===== src/rtl/dp_pkg.sv =====
package dp_pkg;

  // Sizes of the slice.
  localparam int DATA_W     = 8;
  localparam int CFG_W      = 16;
  localparam int CFG_DEPTH  = 8;
  localparam int CFG_ADDR_W = 3;
  localparam int FIFO_DEPTH = 4;

  // Field positions inside one configuration word.
  localparam int ALU_LSB       = 0;
  localparam int SRCA_BIT      = 3;
  localparam int SRCB_LSB      = 4;
  localparam int ACC0_SRC_LSB  = 6;
  localparam int ACC1_SRC_LSB  = 8;
  localparam int DAT0_LD_BIT   = 10;
  localparam int DAT1_LD_BIT   = 11;
  localparam int FIFO0_CAP_BIT = 12;
  localparam int FIFO1_CAP_BIT = 13;
  localparam int CAP_ALU_BIT   = 14;
  localparam int CIN_CHAIN_BIT = 15;

  // Values after reset, and the byte constants that the detectors and overflow checks compare against.
  localparam logic [7:0]  REG_RST  = 8'h00;
  localparam logic [15:0] CFG_RST  = 16'h0000;
  localparam logic [7:0]  ONES     = 8'hff;
  localparam logic [7:0]  POS_MAX  = 8'h7f;
  localparam logic [7:0]  NEG_MIN  = 8'h80;

  // Selection codes of the system access port.
  localparam logic [2:0] SEL_ACCUMULATOR_ZERO   = 3'h0;
  localparam logic [2:0] SEL_ACCUMULATOR_ONE    = 3'h1;
  localparam logic [2:0] SEL_DATA_REGISTER_ZERO = 3'h2;
  localparam logic [2:0] SEL_DATA_REGISTER_ONE  = 3'h3;
  localparam logic [2:0] SEL_BUS_FIFO_ZERO      = 3'h4;
  localparam logic [2:0] SEL_BUS_FIFO_ONE       = 3'h5;

  typedef enum logic [2:0] {
    ALU_INC, ALU_DEC, ALU_ADD, ALU_SUB, ALU_AND, ALU_OR, ALU_XOR, ALU_PASS
  } alu_func_t;

  typedef enum logic [1:0] {B_DAT0, B_DAT1, B_ACC0, B_ACC1} operand_b_t;

  typedef enum logic [1:0] {DST_HOLD, DST_ALU, DST_FIFO0, DST_FIFO1} acc_src_t;

endpackage


===== src/rtl/bus_byte_fifo.sv =====
`timescale 1ns/1ns
module bus_byte_fifo #(
  parameter int WIDTH = 8,
  parameter int DEPTH = 4
) (
  input  wire logic                       clk,
  input  wire logic                       rst,
  input  wire logic                       in_valid,
  output wire logic                       in_ready,
  input  wire logic [WIDTH-1:0]           in_data,
  output wire logic                       out_valid,
  input  wire logic                       out_ready,
  output wire logic [WIDTH-1:0]           out_data,
  output wire logic [$clog2(DEPTH+1)-1:0] level
);

  localparam int PW = (DEPTH > 1) ? $clog2(DEPTH) : 1;
  localparam int CW = $clog2(DEPTH + 1);

  logic [WIDTH-1:0] mem_reg [DEPTH];
  logic [PW-1:0]    wr_ptr_reg;
  logic [PW-1:0]    rd_ptr_reg;
  logic [CW-1:0]    count_reg;
  logic [PW-1:0]    wr_ptr_next;
  logic [PW-1:0]    rd_ptr_next;
  logic [CW-1:0]    count_next;
  wire  logic       push;
  wire  logic       pop;

  // Full and empty come straight from the count, so neither can lie.
  assign in_ready    = (count_reg != CW'(DEPTH));
  assign out_valid   = (count_reg != '0);
  assign push        = in_valid & in_ready;
  assign pop         = out_valid & out_ready;
  assign out_data    = mem_reg[rd_ptr_reg];
  assign level       = count_reg;
  assign wr_ptr_next = (wr_ptr_reg == PW'(DEPTH - 1)) ? '0 : wr_ptr_reg + 1'b1;
  assign rd_ptr_next = (rd_ptr_reg == PW'(DEPTH - 1)) ? '0 : rd_ptr_reg + 1'b1;
  assign count_next  = count_reg + CW'(push) - CW'(pop);

  // Pointers and count; a push and pop in one cycle leave the count alone.
  always_ff @(posedge clk or posedge rst) begin
    if (rst) begin
      wr_ptr_reg <= '0;
      rd_ptr_reg <= '0;
      count_reg  <= '0;
    end else begin
      wr_ptr_reg <= push ? wr_ptr_next : wr_ptr_reg;
      rd_ptr_reg <= pop ? rd_ptr_next : rd_ptr_reg;
      count_reg  <= count_next;
    end
  end

  // Storage is written only on an accepted push.
  always_ff @(posedge clk) begin
    if (push) begin
      mem_reg[wr_ptr_reg] <= in_data;
    end
  end

endmodule


===== src/rtl/datapath_slice.sv =====
`timescale 1ns/1ns
module datapath_slice #(
  parameter int FIFO_DEPTH = dp_pkg::FIFO_DEPTH
) (
  input  wire logic       clk,
  input  wire logic       rst,
  input  wire logic       cfg_wr_en,
  input  wire logic [2:0] cfg_wr_addr,
  input  wire logic [15:0] cfg_wr_data,
  input  wire logic [2:0] cfg_addr,
  input  wire logic [1:0] fifo_dir,
  input  wire logic       sys_req,
  input  wire logic       sys_write,
  input  wire logic [2:0] sys_sel,
  input  wire logic [7:0] sys_wdata,
  output wire logic       sys_ready,
  output wire logic [7:0] sys_rdata,
  output wire logic       sys_rvalid,
  input  wire logic       carry_in,
  output wire logic       carry_out,
  input  wire logic       eq_chain_in,
  output wire logic       eq_chain_out,
  output wire logic [1:0] cmp_eq,
  output wire logic [1:0] cmp_lt,
  output wire logic [1:0] zero_det,
  output wire logic [1:0] ones_det,
  output wire logic       overflow,
  output wire logic [7:0] alu_out,
  output wire logic       stall
);

  localparam int LW = $clog2(FIFO_DEPTH + 1);

  // Working registers: index 0 and 1 are accumulator_zero/one and
  // data_register_zero/one.
  logic [7:0]  accumulator_reg   [2];
  logic [7:0]  accumulator_next  [2];
  logic [7:0]  data_register_reg [2];
  logic [7:0]  data_register_next[2];
  logic [15:0] cfg_mem_reg       [dp_pkg::CFG_DEPTH];
  logic [1:0]  cmp_eq_reg;
  logic [1:0]  cmp_lt_reg;
  logic [1:0]  zero_reg;
  logic [1:0]  ones_reg;
  logic        overflow_reg;
  logic [7:0]  alu_out_reg;
  logic [7:0]  sys_rdata_reg;
  logic        sys_rvalid_reg;

  // FIFO handshakes, one entry per bus_fifo_zero/one.
  logic [1:0]    f_in_valid;
  logic [1:0]    f_in_ready;
  logic [7:0]    f_in_data  [2];
  logic [1:0]    f_out_valid;
  logic [1:0]    f_out_ready;
  logic [7:0]    f_out_data [2];
  logic [LW-1:0] f_level    [2];

  wire logic [15:0]       active_cfg;
  wire dp_pkg::alu_func_t func;
  wire dp_pkg::operand_b_t srcb;
  wire dp_pkg::acc_src_t  acc_src [2];
  wire logic [1:0]        dat_load;
  wire logic [1:0]        fifo_cap;
  wire logic              cap_alu;
  wire logic              cin;
  wire logic [7:0]        op_a;
  wire logic [7:0]        op_b;
  wire logic [1:0]        want_pop;
  wire logic [1:0]        blocked;
  wire logic              go;
  wire logic              sys_take;
  wire logic              sys_wr_take;
  wire logic [1:0]        sys_fifo_hit;
  wire logic [1:0]        fifo_ready;
  logic [8:0]             alu_wide;
  logic                   alu_ovf;
  logic [7:0]             sys_mux;

  // Chooses an accumulator's next value from its source field.
  function automatic logic [7:0] acc_pick(input dp_pkg::acc_src_t src, input logic [7:0] cur,
                                          input logic [7:0] alu, input logic [7:0] f0,
                                          input logic [7:0] f1, input logic [1:0] f_in_mode);
    logic [7:0] val;
    val = cur;
    case (src)
      dp_pkg::DST_ALU:   val = alu;
      dp_pkg::DST_FIFO0: val = f_in_mode[0] ? f0 : cur;
      dp_pkg::DST_FIFO1: val = f_in_mode[1] ? f1 : cur;
      default:           val = cur;
    endcase
    return val;
  endfunction

  // The routing address picks a fresh configuration word every cycle.
  assign active_cfg = cfg_mem_reg[cfg_addr];
  assign func       = dp_pkg::alu_func_t'(active_cfg[dp_pkg::ALU_LSB +: 3]);
  assign srcb       = dp_pkg::operand_b_t'(active_cfg[dp_pkg::SRCB_LSB +: 2]);
  assign acc_src[0] = dp_pkg::acc_src_t'(active_cfg[dp_pkg::ACC0_SRC_LSB +: 2]);
  assign acc_src[1] = dp_pkg::acc_src_t'(active_cfg[dp_pkg::ACC1_SRC_LSB +: 2]);
  assign dat_load   = {active_cfg[dp_pkg::DAT1_LD_BIT], active_cfg[dp_pkg::DAT0_LD_BIT]};
  assign fifo_cap   = {active_cfg[dp_pkg::FIFO1_CAP_BIT], active_cfg[dp_pkg::FIFO0_CAP_BIT]};
  assign cap_alu    = active_cfg[dp_pkg::CAP_ALU_BIT];
  assign cin        = active_cfg[dp_pkg::CIN_CHAIN_BIT] & carry_in;

  // Operand A is an accumulator; operand B may be any of the four registers.
  assign op_a = active_cfg[dp_pkg::SRCA_BIT] ? accumulator_reg[1] : accumulator_reg[0];
  assign op_b = (srcb == dp_pkg::B_DAT0) ? data_register_reg[0] :
                (srcb == dp_pkg::B_DAT1) ? data_register_reg[1] :
                (srcb == dp_pkg::B_ACC0) ? accumulator_reg[0] : accumulator_reg[1];

  // Single-cycle ALU; the ninth bit is carry out, or borrow for subtraction.
  always_comb begin
    alu_wide = {1'b0, op_a};
    alu_ovf  = 1'b0;
    case (func)
      dp_pkg::ALU_INC: begin
        alu_wide = {1'b0, op_a} + 9'h001;
        alu_ovf  = (op_a == dp_pkg::POS_MAX);
      end
      dp_pkg::ALU_DEC: begin
        alu_wide = {1'b0, op_a} - 9'h001;
        alu_ovf  = (op_a == dp_pkg::NEG_MIN);
      end
      dp_pkg::ALU_ADD: begin
        alu_wide = {1'b0, op_a} + {1'b0, op_b} + {8'h00, cin};
        alu_ovf  = (op_a[7] == op_b[7]) && (alu_wide[7] != op_a[7]);
      end
      dp_pkg::ALU_SUB: begin
        alu_wide = {1'b0, op_a} - {1'b0, op_b} - {8'h00, cin};
        alu_ovf  = (op_a[7] != op_b[7]) && (alu_wide[7] != op_a[7]);
      end
      dp_pkg::ALU_AND:  alu_wide = {1'b0, op_a & op_b};
      dp_pkg::ALU_OR:   alu_wide = {1'b0, op_a | op_b};
      dp_pkg::ALU_XOR:  alu_wide = {1'b0, op_a ^ op_b};
      dp_pkg::ALU_PASS: alu_wide = {1'b0, op_a};
      default:          alu_wide = {1'b0, op_a};
    endcase
  end

  // Chain outputs stay combinational so that slices cascade within one cycle.
  assign carry_out    = alu_wide[8];
  assign eq_chain_out = eq_chain_in & (accumulator_reg[0] == data_register_reg[0]);

  // A load from an empty FIFO or a capture into a full one freezes the accumulators,
  // data registers and datapath FIFO transfers for that cycle, so back-pressure reaches the sequencing logic.
  assign want_pop[0] = (acc_src[0] == dp_pkg::DST_FIFO0) | (acc_src[1] == dp_pkg::DST_FIFO0) | dat_load[0];
  assign want_pop[1] = (acc_src[0] == dp_pkg::DST_FIFO1) | (acc_src[1] == dp_pkg::DST_FIFO1) | dat_load[1];
  assign go    = ~|blocked;
  assign stall = ~go;

  // System access: a FIFO in the wrong direction is answered at once and ignored.
  assign sys_fifo_hit[0] = (sys_sel == dp_pkg::SEL_BUS_FIFO_ZERO);
  assign sys_fifo_hit[1] = (sys_sel == dp_pkg::SEL_BUS_FIFO_ONE);
  assign sys_ready   = sys_fifo_hit[0] ? fifo_ready[0] : sys_fifo_hit[1] ? fifo_ready[1] : 1'b1;
  assign sys_take    = sys_req & sys_ready;
  assign sys_wr_take = sys_take & sys_write;
  assign sys_mux = (sys_sel == dp_pkg::SEL_ACCUMULATOR_ZERO)   ? accumulator_reg[0] :
                   (sys_sel == dp_pkg::SEL_ACCUMULATOR_ONE)    ? accumulator_reg[1] :
                   (sys_sel == dp_pkg::SEL_DATA_REGISTER_ZERO) ? data_register_reg[0] :
                   (sys_sel == dp_pkg::SEL_DATA_REGISTER_ONE)  ? data_register_reg[1] :
                   (sys_fifo_hit[0] & fifo_dir[0]) ? f_out_data[0] :
                   (sys_fifo_hit[1] & fifo_dir[1]) ? f_out_data[1] : dp_pkg::REG_RST;

  // Per-index logic for the two FIFOs, accumulators and data registers.
  genvar i;
  generate
    for (i = 0; i < 2; i++) begin : g_lane
      wire logic sys_push;
      wire logic sys_pop;
      wire logic [2:0] acc_sel_code;
      wire logic [2:0] dat_sel_code;

      assign acc_sel_code = i[0] ? dp_pkg::SEL_ACCUMULATOR_ONE : dp_pkg::SEL_ACCUMULATOR_ZERO;
      assign dat_sel_code = i[0] ? dp_pkg::SEL_DATA_REGISTER_ONE : dp_pkg::SEL_DATA_REGISTER_ZERO;
      assign sys_push = sys_take & sys_write & sys_fifo_hit[i] & ~fifo_dir[i];
      assign sys_pop  = sys_take & ~sys_write & sys_fifo_hit[i] & fifo_dir[i];
      // Only the bus side that matches the direction can be held off.
      assign fifo_ready[i] = (sys_write ^ fifo_dir[i]) ? (sys_write ? f_in_ready[i] : f_out_valid[i]) : 1'b1;

      // Input mode: bus fills, datapath drains. Output mode: the reverse.
      assign blocked[i] = fifo_dir[i] ? (fifo_cap[i] & ~f_in_ready[i]) : (want_pop[i] & ~f_out_valid[i]);
      assign f_in_valid[i]  = fifo_dir[i] ? (fifo_cap[i] & go) : sys_push;
      assign f_in_data[i]   = fifo_dir[i] ? (cap_alu ? alu_wide[7:0] : accumulator_reg[i]) : sys_wdata;
      assign f_out_ready[i] = fifo_dir[i] ? sys_pop : (want_pop[i] & go);

      // A firmware write wins over the datapath in the same cycle.
      assign accumulator_next[i] =
        (sys_wr_take & (sys_sel == acc_sel_code)) ? sys_wdata :
        go ? acc_pick(acc_src[i], accumulator_reg[i], alu_wide[7:0], f_out_data[0], f_out_data[1],
                      ~fifo_dir) : accumulator_reg[i];
      // Data registers take firmware or their own FIFO, never the ALU.
      assign data_register_next[i] =
        (sys_wr_take & (sys_sel == dat_sel_code)) ? sys_wdata :
        (go & dat_load[i] & ~fifo_dir[i]) ? f_out_data[i] : data_register_reg[i];

      bus_byte_fifo #(
        .WIDTH (dp_pkg::DATA_W),
        .DEPTH (FIFO_DEPTH)
      ) u_bus_fifo (
        .clk       (clk),
        .rst       (rst),
        .in_valid  (f_in_valid[i]),
        .in_ready  (f_in_ready[i]),
        .in_data   (f_in_data[i]),
        .out_valid (f_out_valid[i]),
        .out_ready (f_out_ready[i]),
        .out_data  (f_out_data[i]),
        .level     (f_level[i])
      );

      // Conditions follow the register values as they will stand next cycle.
      always_ff @(posedge clk or posedge rst) begin
        if (rst) begin
          accumulator_reg[i]   <= dp_pkg::REG_RST;
          data_register_reg[i] <= dp_pkg::REG_RST;
          cmp_eq_reg[i]        <= 1'b1;
          cmp_lt_reg[i]        <= 1'b0;
          zero_reg[i]          <= 1'b1;
          ones_reg[i]          <= 1'b0;
        end else begin
          accumulator_reg[i]   <= accumulator_next[i];
          data_register_reg[i] <= data_register_next[i];
          cmp_eq_reg[i]        <= (accumulator_next[i] == data_register_next[i]);
          cmp_lt_reg[i]        <= (accumulator_next[i] < data_register_next[i]);
          zero_reg[i]          <= (accumulator_next[i] == dp_pkg::REG_RST);
          ones_reg[i]          <= (accumulator_next[i] == dp_pkg::ONES);
        end
      end
    end
  endgenerate

  // Configuration memory: written from the configuration port, read by address.
  always_ff @(posedge clk or posedge rst) begin
    if (rst) begin
      for (int k = 0; k < dp_pkg::CFG_DEPTH; k++) begin
        cfg_mem_reg[k] <= dp_pkg::CFG_RST;
      end
    end else if (cfg_wr_en) begin
      cfg_mem_reg[cfg_wr_addr] <= cfg_wr_data;
    end
  end

  // Result, overflow and read data registers.
  always_ff @(posedge clk or posedge rst) begin
    if (rst) begin
      alu_out_reg    <= dp_pkg::REG_RST;
      overflow_reg   <= 1'b0;
      sys_rdata_reg  <= dp_pkg::REG_RST;
      sys_rvalid_reg <= 1'b0;
    end else begin
      alu_out_reg    <= alu_wide[7:0];
      overflow_reg   <= go & alu_ovf;
      sys_rdata_reg  <= (sys_take & ~sys_write) ? sys_mux : sys_rdata_reg;
      sys_rvalid_reg <= sys_take & ~sys_write;
    end
  end

  assign cmp_eq     = cmp_eq_reg;
  assign cmp_lt     = cmp_lt_reg;
  assign zero_det   = zero_reg;
  assign ones_det   = ones_reg;
  assign overflow   = overflow_reg;
  assign alu_out    = alu_out_reg;
  assign sys_rdata  = sys_rdata_reg;
  assign sys_rvalid = sys_rvalid_reg;
endmodule


===== config.mk =====
export PLATFORM = sky130hd
export DESIGN_NAME = datapath_slice
export DESIGN_NICKNAME = d
export VERILOG_FILES = /design/src/rtl/dp_pkg.sv /design/src/rtl/bus_byte_fifo.sv /design/src/rtl/datapath_slice.sv
export SDC_FILE = /design/constraint.sdc
export NUM_CORES = 1
export LEC_CHECK = 0
export ABC_AREA = 1
export BUFFER_PORTS_ARGS = -buffer_cell sky130_fd_sc_hd__buf_2
export CORE_UTILIZATION = 45
export DETAILED_ROUTE_END_ITERATION = 8
export PLACE_DENSITY = 0.66
export SYNTH_ARGS = -nofsm -noshare
export SYNTH_HDL_FRONTEND = slang
export SYNTH_SLANG_ARGS = --single-unit
export TNS_END_PERCENT = 1

===== constraint.sdc =====
create_clock -name clk -period 12.1 [get_ports clk]
set_clock_uncertainty 0.1 [all_clocks]
set_input_delay 1.21 -clock clk [delete_from_list [all_inputs] [get_ports clk]]
set_output_delay 1.21 -clock clk [all_outputs]
set_load 0.02 [all_outputs]

==> results of run 1 <==
## area by class of cell
| type | instances | area (um^2) | area share [%] |
|---|---|---|---|
| sequential | 264 | 6930 | 39.8 |
| timing repair buffer | 82 | 438 | 2.52 |
| multi-input combinational | 1449 | 7460 | 42.8 |
| clock inverter | 24 | 282 | 1.62 |
| tap | 455 | 569 | 3.27 |
| clock buffer | 32 | 758 | 4.36 |
| inverter | 256 | 972 | 5.58 |
## synth_stat cells, types with 13 or more instances
master	count	area, um^2
sky130_fd_sc_hd__edfxtp_1	64	1920
sky130_fd_sc_hd__a22oi_1	22	165
sky130_fd_sc_hd__inv_1	243	912
sky130_fd_sc_hd__ha_1	65	813
sky130_fd_sc_hd__nand2_1	595	2230
sky130_fd_sc_hd__xor2_1	13	114
sky130_fd_sc_hd__nor3_1	14	70.1
sky130_fd_sc_hd__nor2_1	151	567
sky130_fd_sc_hd__a21oi_1	83	415
sky130_fd_sc_hd__buf_2	18	90.1
sky130_fd_sc_hd__nand3_1	117	586
sky130_fd_sc_hd__o21ai_0	203	1020
sky130_fd_sc_hd__dfrtp_1	196	4900
sky130_fd_sc_hd__o22ai_1	25	156
sky130_fd_sc_hd__o21ai_1	16	80.1
sky130_fd_sc_hd__clkbuf_1	49	184
sky130_fd_sc_hd__o211ai_1	29	218
## path summary, 6_finish.rpt
check	to	depth (start not counted)
max in group asynchronous	cfg_mem_reg[76]$_DFFE_PP0P_	3
max reg2reg	cmp_lt[0]$_DFF_PP0_	28
min reg2reg	cfg_mem_reg[37]$_DFFE_PP0P_	2
min	cfg_mem_reg[37]$_DFFE_PP0P_	2
max	carry_out	25
min in group asynchronous	overflow$_DFF_PP0_	2
## through the flow
| step | std cells | worst slack [ns] | cell area, um^2 | total power (uW) |
|---|---|---|---|---|
| 2_1_floorplan | 2052 | 5.34 | 15800 | 2570 |
| 3_3_place_gp | 2506 | 5.12 | 16400 | 3110 |
| 3_5_place_dp | 2506 | 4.89 | 16400 | 3140 |
| 4_1_cts | 2562 | 5.04 | 17400 | 4100 |
| 5_1_grt | 2562 | 4.43 | 17400 | 4420 |
| 6_report | 2562 | 5.01 | 17400 | 4130 |
## per-layer routing
layer | share of wire (%) | vias up
met1 | 43 | 6682
met3 | 8.1 | 130
met5 | 0 | -
met4 | 4.3 | 0
met2 | 44 | 613
li1 | - | 6803
## kinds of logic (layout without fill, tap and decap cells)
kind of cell               count (synthesis)  after routing  share of synthesized area (%)
AOI/OAI and AO/OA                        428            428                           15.7
xor gates and xnor gates                  17             17                          0.944
adders and majority gates                 71             71                           5.92
buffers and inverters                    339            394                           8.83
DFF                                      264            264                           43.9
and+or+nand+nor                          933            933                           24.7
## tightest hold or removal path, cell delays in order, from the launching register on
cell,delay (ns)
sky130_fd_sc_hd__dfrtp_1,0.34
sky130_fd_sc_hd__nand2_1,0.05
sky130_fd_sc_hd__o21ai_0,0.05
## power by group through the flow
stage          sequential, uW  clock [uW]  combinational [uW]
2_1_floorplan            1290           0                1280
3_3_place_gp             1370           0                1740
3_5_place_dp             1370           0                1760
4_1_cts                  1360         967                1780
5_1_grt                  1390        1010                2030
6_report                 1370         954                1800
==> impl_summary.md, run 1 <==
Outcome
The flow ran to the end, and the final reports show no timing, DRC or antenna violations.

Floorplanning
The initial standard-cell utilization of the core is 45.7%. Measured along the y axis, the die boundary spans 189 um. The area of the core region is 34,500 um^2. The floorplan step defined a die boundary enclosing 35,800 um^2. The die is 189 um wide. In this run the core area contains 68 standard-cell rows. 72 I/O pins were placed.

Global routing
The met1 track demand over resource in global routing is 38.7%. Entering global routing, the biggest net connects 124 pins. The first global-routing pass estimated 75,500 um of wire. The met2 track utilization from global routing is 42.3%.

The initial antenna violation count came to 0. Across every metal layer, demand over resource in global routing totals 27.3%. The global route total overflow is 0.

The via count of the first global-routing pass is 13,200. The global routing stage identified its most utilized layer as met2. For this run, global-route usage on met3 was measured as 3.84%.

Timing
The number of endpoints with negative hold slack in the final report came to 0. After routing, the total negative slack on setup checks comes to 0 ns. The share of the clock period used by the worst path is 58.6%. The transition time at the pin with the least slew margin is 1.23 ns. For the finished layout, the period the worst path requires is 7.09 ns. Setup repair after global routing left no endpoint under its margin. On the final layout, the worst hold slack is 0.379 ns.

The final max-slew violation count is 0. Derived from the worst setup path, the maximum achievable clock frequency is 141 MHz. The final number of setup-violating endpoints is 0. The worst-case headroom to the max-slew limit is 18.0%.

Cells and area
The commonest non-fill, non-tap cell in the layout is sky130_fd_sc_hd__nand2_1. In the layout the commonest cells are sky130_fd_sc_hd__nand2_1 (595), sky130_fd_sc_hd__inv_1 (242), sky130_fd_sc_hd__o21ai_0 (203). The layout overhead on the synthesized area is 10.3%. The total number of nets in the final design is 2,196. The number of diodes added for antenna fixing is 0. The fraction of final layout cells sized beyond drive strength 1 is 9.16%. The fill cell instance count of the final layout is 3,413. The final core area utilization is 50.4%.

The flip-flop count of the largest register, all copies and words added is 128.

Setup path
The family with the most delay on the worst path is buffers and inverters. The number of buffer and inverter instances along the worst setup path is 5. The worst setup path is launched from an input pin. The register-to-register setup slack is 6.82 ns. For this run, the slowest stage of the critical path takes 0.60 ns. For this design, the slowest cell found on the critical path is sky130_fd_sc_hd__buf_4.

STA classifies the critical path endpoint as an output pin. At the worst endpoint, the arrival time is 5.78 ns. The most used cell along the critical path is sky130_fd_sc_hd__nand2_1.

Tracing the worst setup path back leads to its startpoint at cfg_addr[0]. The critical setup path kind is in -> out. At the worst endpoint, the required time is 10.79 ns.

The biggest fanout along the worst timing path is 73. The startpoint of the lowest-slack register-to-register path is cfg_mem_reg[84]$_DFFE_PP0P_.

Route
The vias after detailed routing is 14,200. The per-cell routed wire length is 18.9 um. The detailed router finished its first iteration with 1,426 violations.

In the routed layout, each cell is associated on average with a via count of 5.55. The routed wire length is 48,500 um. Before antenna repair, the detailed router went through 6 iterations. The count of nets left with antenna violations once routing finished came out at 0. For this run, design rule violations remaining after detail routing come to 0.

Synth
After synthesis, the mean cell area works out to 7.69 um^2. The total of warnings raised by yosys is 0. The share of async-settable or async-resettable flops after synthesis is 75.8%. In this run, distinct cell masters in the synthesized netlist total 57.

The commonest register cell after synthesis is sky130_fd_sc_hd__dfrtp_1. The number of nets produced by synthesis is 2,165. Summing the sequential cell areas from Yosys gives 43.9% of the chip area. The flip-flop and latch count after synthesis is 264. The mapped netlist covers 15,800 um^2.

The number of instances in the synthesized netlist is 2,052. The count of flip-flops with a built-in enable after synthesis is 64.

Power and ir drop
Summed over all cells, the static leakage comes to 0.00856 uW. Per report_power, the sequential group accounts for 33.2% of the total. Net switching is 44.3% of the power. The internal portion of total power is 2300 uW.

The share of total power in the clock network is 23.1%. The share of power burned in combinational logic is 43.7%. The power per standard cell area is 237 nW/um^2. The peak ir drop on the vdd network is 0.134 mV. Summed over all nets, the switching power comes to 1830 uW.

Clock network
The buffer count from post-CTS setup fixing is 0. The total of cells resized after clock tree synthesis is 0. The tree is rooted in a sky130_fd_sc_hd__clkbuf_16. For the worst-skew pair, the clock arrives at the later sink with an insertion delay of 0.60 ns.

In this run the deepest clock path goes through 3 buffers. In this run, post-CTS hold repair placed 0 buffers. TritonCTS built the clock tree. The H-tree level count is 1. The tree built by TritonCTS fans out to 264 sinks. The number of buffers created by CTS is 30. After clock tree synthesis, the clock-pin slew on the worst setup and hold paths is 0.06 ns.

Worst hold path
In this run the most critical hold path is launched from cfg_mem_reg[37]$_DFFE_PP0P_. The worst hold path belongs to the class reg -> reg.

Placement
Routability-driven placement finished with a final weighted congestion of 0.992. After legalization and detailed placement, the total HPWL measured 33,900 um. The number of I/O port buffers is 71.

Job
Max-cap violations in this run came to 0.
Power figures use the tool's default switching activity.
==> run 2: changes to the inputs <==
PLACE_DENSITY = 0.69   (was 0.66)
clock period = 6.52 ns   (was 12.1 ns; I/O delays follow)
==> impl_summary.md, run 2 (synthesis gave the netlist of run 1 again) <==
Floorplanning
Row generation in the floorplan step produced 68 rows. The core region is 34,500 um^2. The number of I/O pins is 72. The initial utilization of the core area, before any placement, comes to 45.7%.

The die covers 35,800 um^2. The horizontal extent of the die is 189 um. The vertical die dimension is 189 um.

Clock network
The tree is rooted in a sky130_fd_sc_hd__clkbuf_16. The buffer count from post-CTS setup fixing is 0. After clock tree synthesis, the repair step resized 0 gates.

The clock-pin slew reported for the worst setup and hold paths after clock tree synthesis is 0.07 ns. TritonCTS built the clock tree. The hold buffer count at cts is 0. The source-to-sink clock delay at the later pin of the worst-skew pair is 0.58 ns.

The H-tree level count is 1. Clock tree synthesis inserted a total of 30 buffers. The clock passes through at most 3 buffers. CTS saw 264 sinks.

Placement
The placed standard-cell area is 16,400 um^2. The global placer's final weighted congestion is 1.01. Prior to clock tree synthesis, the placed netlist has a worst setup slack of 0.515 ns. In this run, placement finished with an instance count of 2,515. The number of I/O port buffers is 71.

The HPWL reported at the end of detailed placement is 35,200 um.

Timing
Static timing analysis puts the maximum clock frequency at 179 MHz. The final max-slew violation count came to 0. The transition time at the pin with the least slew margin is 1.15 ns. The number of endpoints with negative hold slack in the final report came to 0. The worst-case headroom to the max-slew limit is 23.0%.

Dividing the final minimum period by the clock period gives 85.5%. The final sum of negative setup slack is 0 ns. The worst path needs 5.58 ns of the cycle, external delays included. The smallest setup slack after layout is 0.943 ns. Setup repair after global routing left no endpoint under its margin. Setup violations remaining at the end of the flow were counted as 0.

Global routing
The initial antenna violation count is 2. The via count of the first global-routing pass is 13,400. The global route total overflow is 0. Entering global routing, the biggest net connects 129 pins. The overall fraction of global-route tracks in use is 28.0%.

The first global-routing pass estimated 77,400 um of wire.

Power and ir drop
In this run the power density over the cells is 446 nW/um^2. The reported leakage power is 0.00863 uW. The peak ir drop on the vdd network is 0.282 mV.

Setup path
The startpoint identified for the worst register-to-register timing path is cfg_mem_reg[53]$_DFFE_PP0P_. The worst setup path is captured at a flop. The most critical setup path has its startpoint at cfg_addr[0]. The required time at the worst-slack endpoint is 6.85 ns. The startpoint type of the worst setup path is an input pin. The critical path's largest stage delay is 0.42 ns. The biggest fanout along the worst timing path is 31. The cell at the slowest stage of the critical path is sky130_fd_sc_hd__a2111oi_0.

The data arrival at the endpoint of the critical path is 5.90 ns. The most used cell along the critical path is sky130_fd_sc_hd__nand2_1. The setup path with the least slack is of type in -> reg.

Route
The per-cell routed wire length is 19.3 um. The final layout contains routed wiring with a total length of 49,700 um. The count of nets left with antenna violations once routing finished came out at 0. The vias after detailed routing is 14,400. For this run, design rule violations remaining after detail routing come to 0. The via count normalized by instance count is 5.59. The violation count after the first detailed-route iteration is 1,549. The number of iterations in the first detailed-routing pass is 6.

Outcome
The flow ran to the end, and the final reports show no timing, DRC or antenna violations.

Cells and area
The total number of nets in the final design is 2,205. Once layout is complete, the cells apart from fillers number 2,572. The filler cells instantiated in the layout total 3,364. The final core area utilization is 50.8%.

The fraction of final layout cells sized beyond drive strength 1 is 9.40%. The register with the most flip-flops in the layout has 128 of them. In the layout the commonest cells are sky130_fd_sc_hd__nand2_1 (595), sky130_fd_sc_hd__inv_1 (242), sky130_fd_sc_hd__o21ai_0 (203). The commonest non-fill, non-tap cell in the layout is sky130_fd_sc_hd__nand2_1. Compared with the post-synthesis result, the final layout area differs by 11.3%.

The final instance area is 17,600 um^2.

Job
The max-capacitance violation count is 0.

Worst hold path
The classification of the worst-slack hold path is in -> async.
-- run 2: critical path, delay by kind of cell --
| kind | cells | cell delay [ns] |
|---|---|---|
| and+or+nand+nor | 19 | 2.09 |
| adders and majority gates | 3 | 1.06 |
| AOI/OAI and AO/OA | 5 | 1.00 |
| buffers and inverters | 6 | 0.96 |
| xor gates and xnor gates | 1 | 0.13 |
-- run 2: metal layers --
metal	up-vias	part of all wire (%)	track usage, %
li1	6828	-	-
met1	6851	44	39.6
met2	582	45	44.1
met3	111	7.9	4.49
met4	2	3.2	8.65
met5	-	0.026	0
-- run 2: metrics by stage --
stage                     power, uW  hold WS (ns)
after global placement         5810         0.360
after floorplan                4770         0.348
after global routing           8360         0.203
after CTS                      7800         0.181
after detailed placement       5860         0.371
final                          7840         0.117
-- run 2: final timing paths --
kind,end,slack [ns],cells after the start
max in group asynchronous,cfg_mem_reg[38]$_DFFE_PP0P_,4.73,3
worst min register to register,sys_rdata[4]$_DFFE_PP0P_,0.38,2
worst min-delay path,alu_out[5]$_DFF_PP0_,0.12,2
min in group clk,cfg_mem_reg[9]$_DFFE_PP0P_,0.20,3
worst max register to register,cmp_lt[0]$_DFF_PP0_,1.27,32
worst max-delay path,cmp_lt[0]$_DFF_PP0_,0.94,34
-- run 2: power by group --
group	internal, uW	leakage [uW]	switching, uW
registers	2120	0.00305	428
clock network	1200	0.000542	710
logic	1100	0.00504	2270
total	4430	0.00863	3410
-- run 2: cell type report --
class / instances / area [um^2] / area share, %
Antenna cell: 1 / 2.50 / 0.0143
Clock buffer: 40 / 820 / 4.67
Sequential cell: 264 / 6930 / 39.5
Multi-Input combinational cell: 1449 / 7460 / 42.5
Timing Repair Buffer: 91 / 505 / 2.88
Tap cell: 455 / 569 / 3.24
Clock inverter: 16 / 302 / 1.72
Inverter: 256 / 972 / 5.54
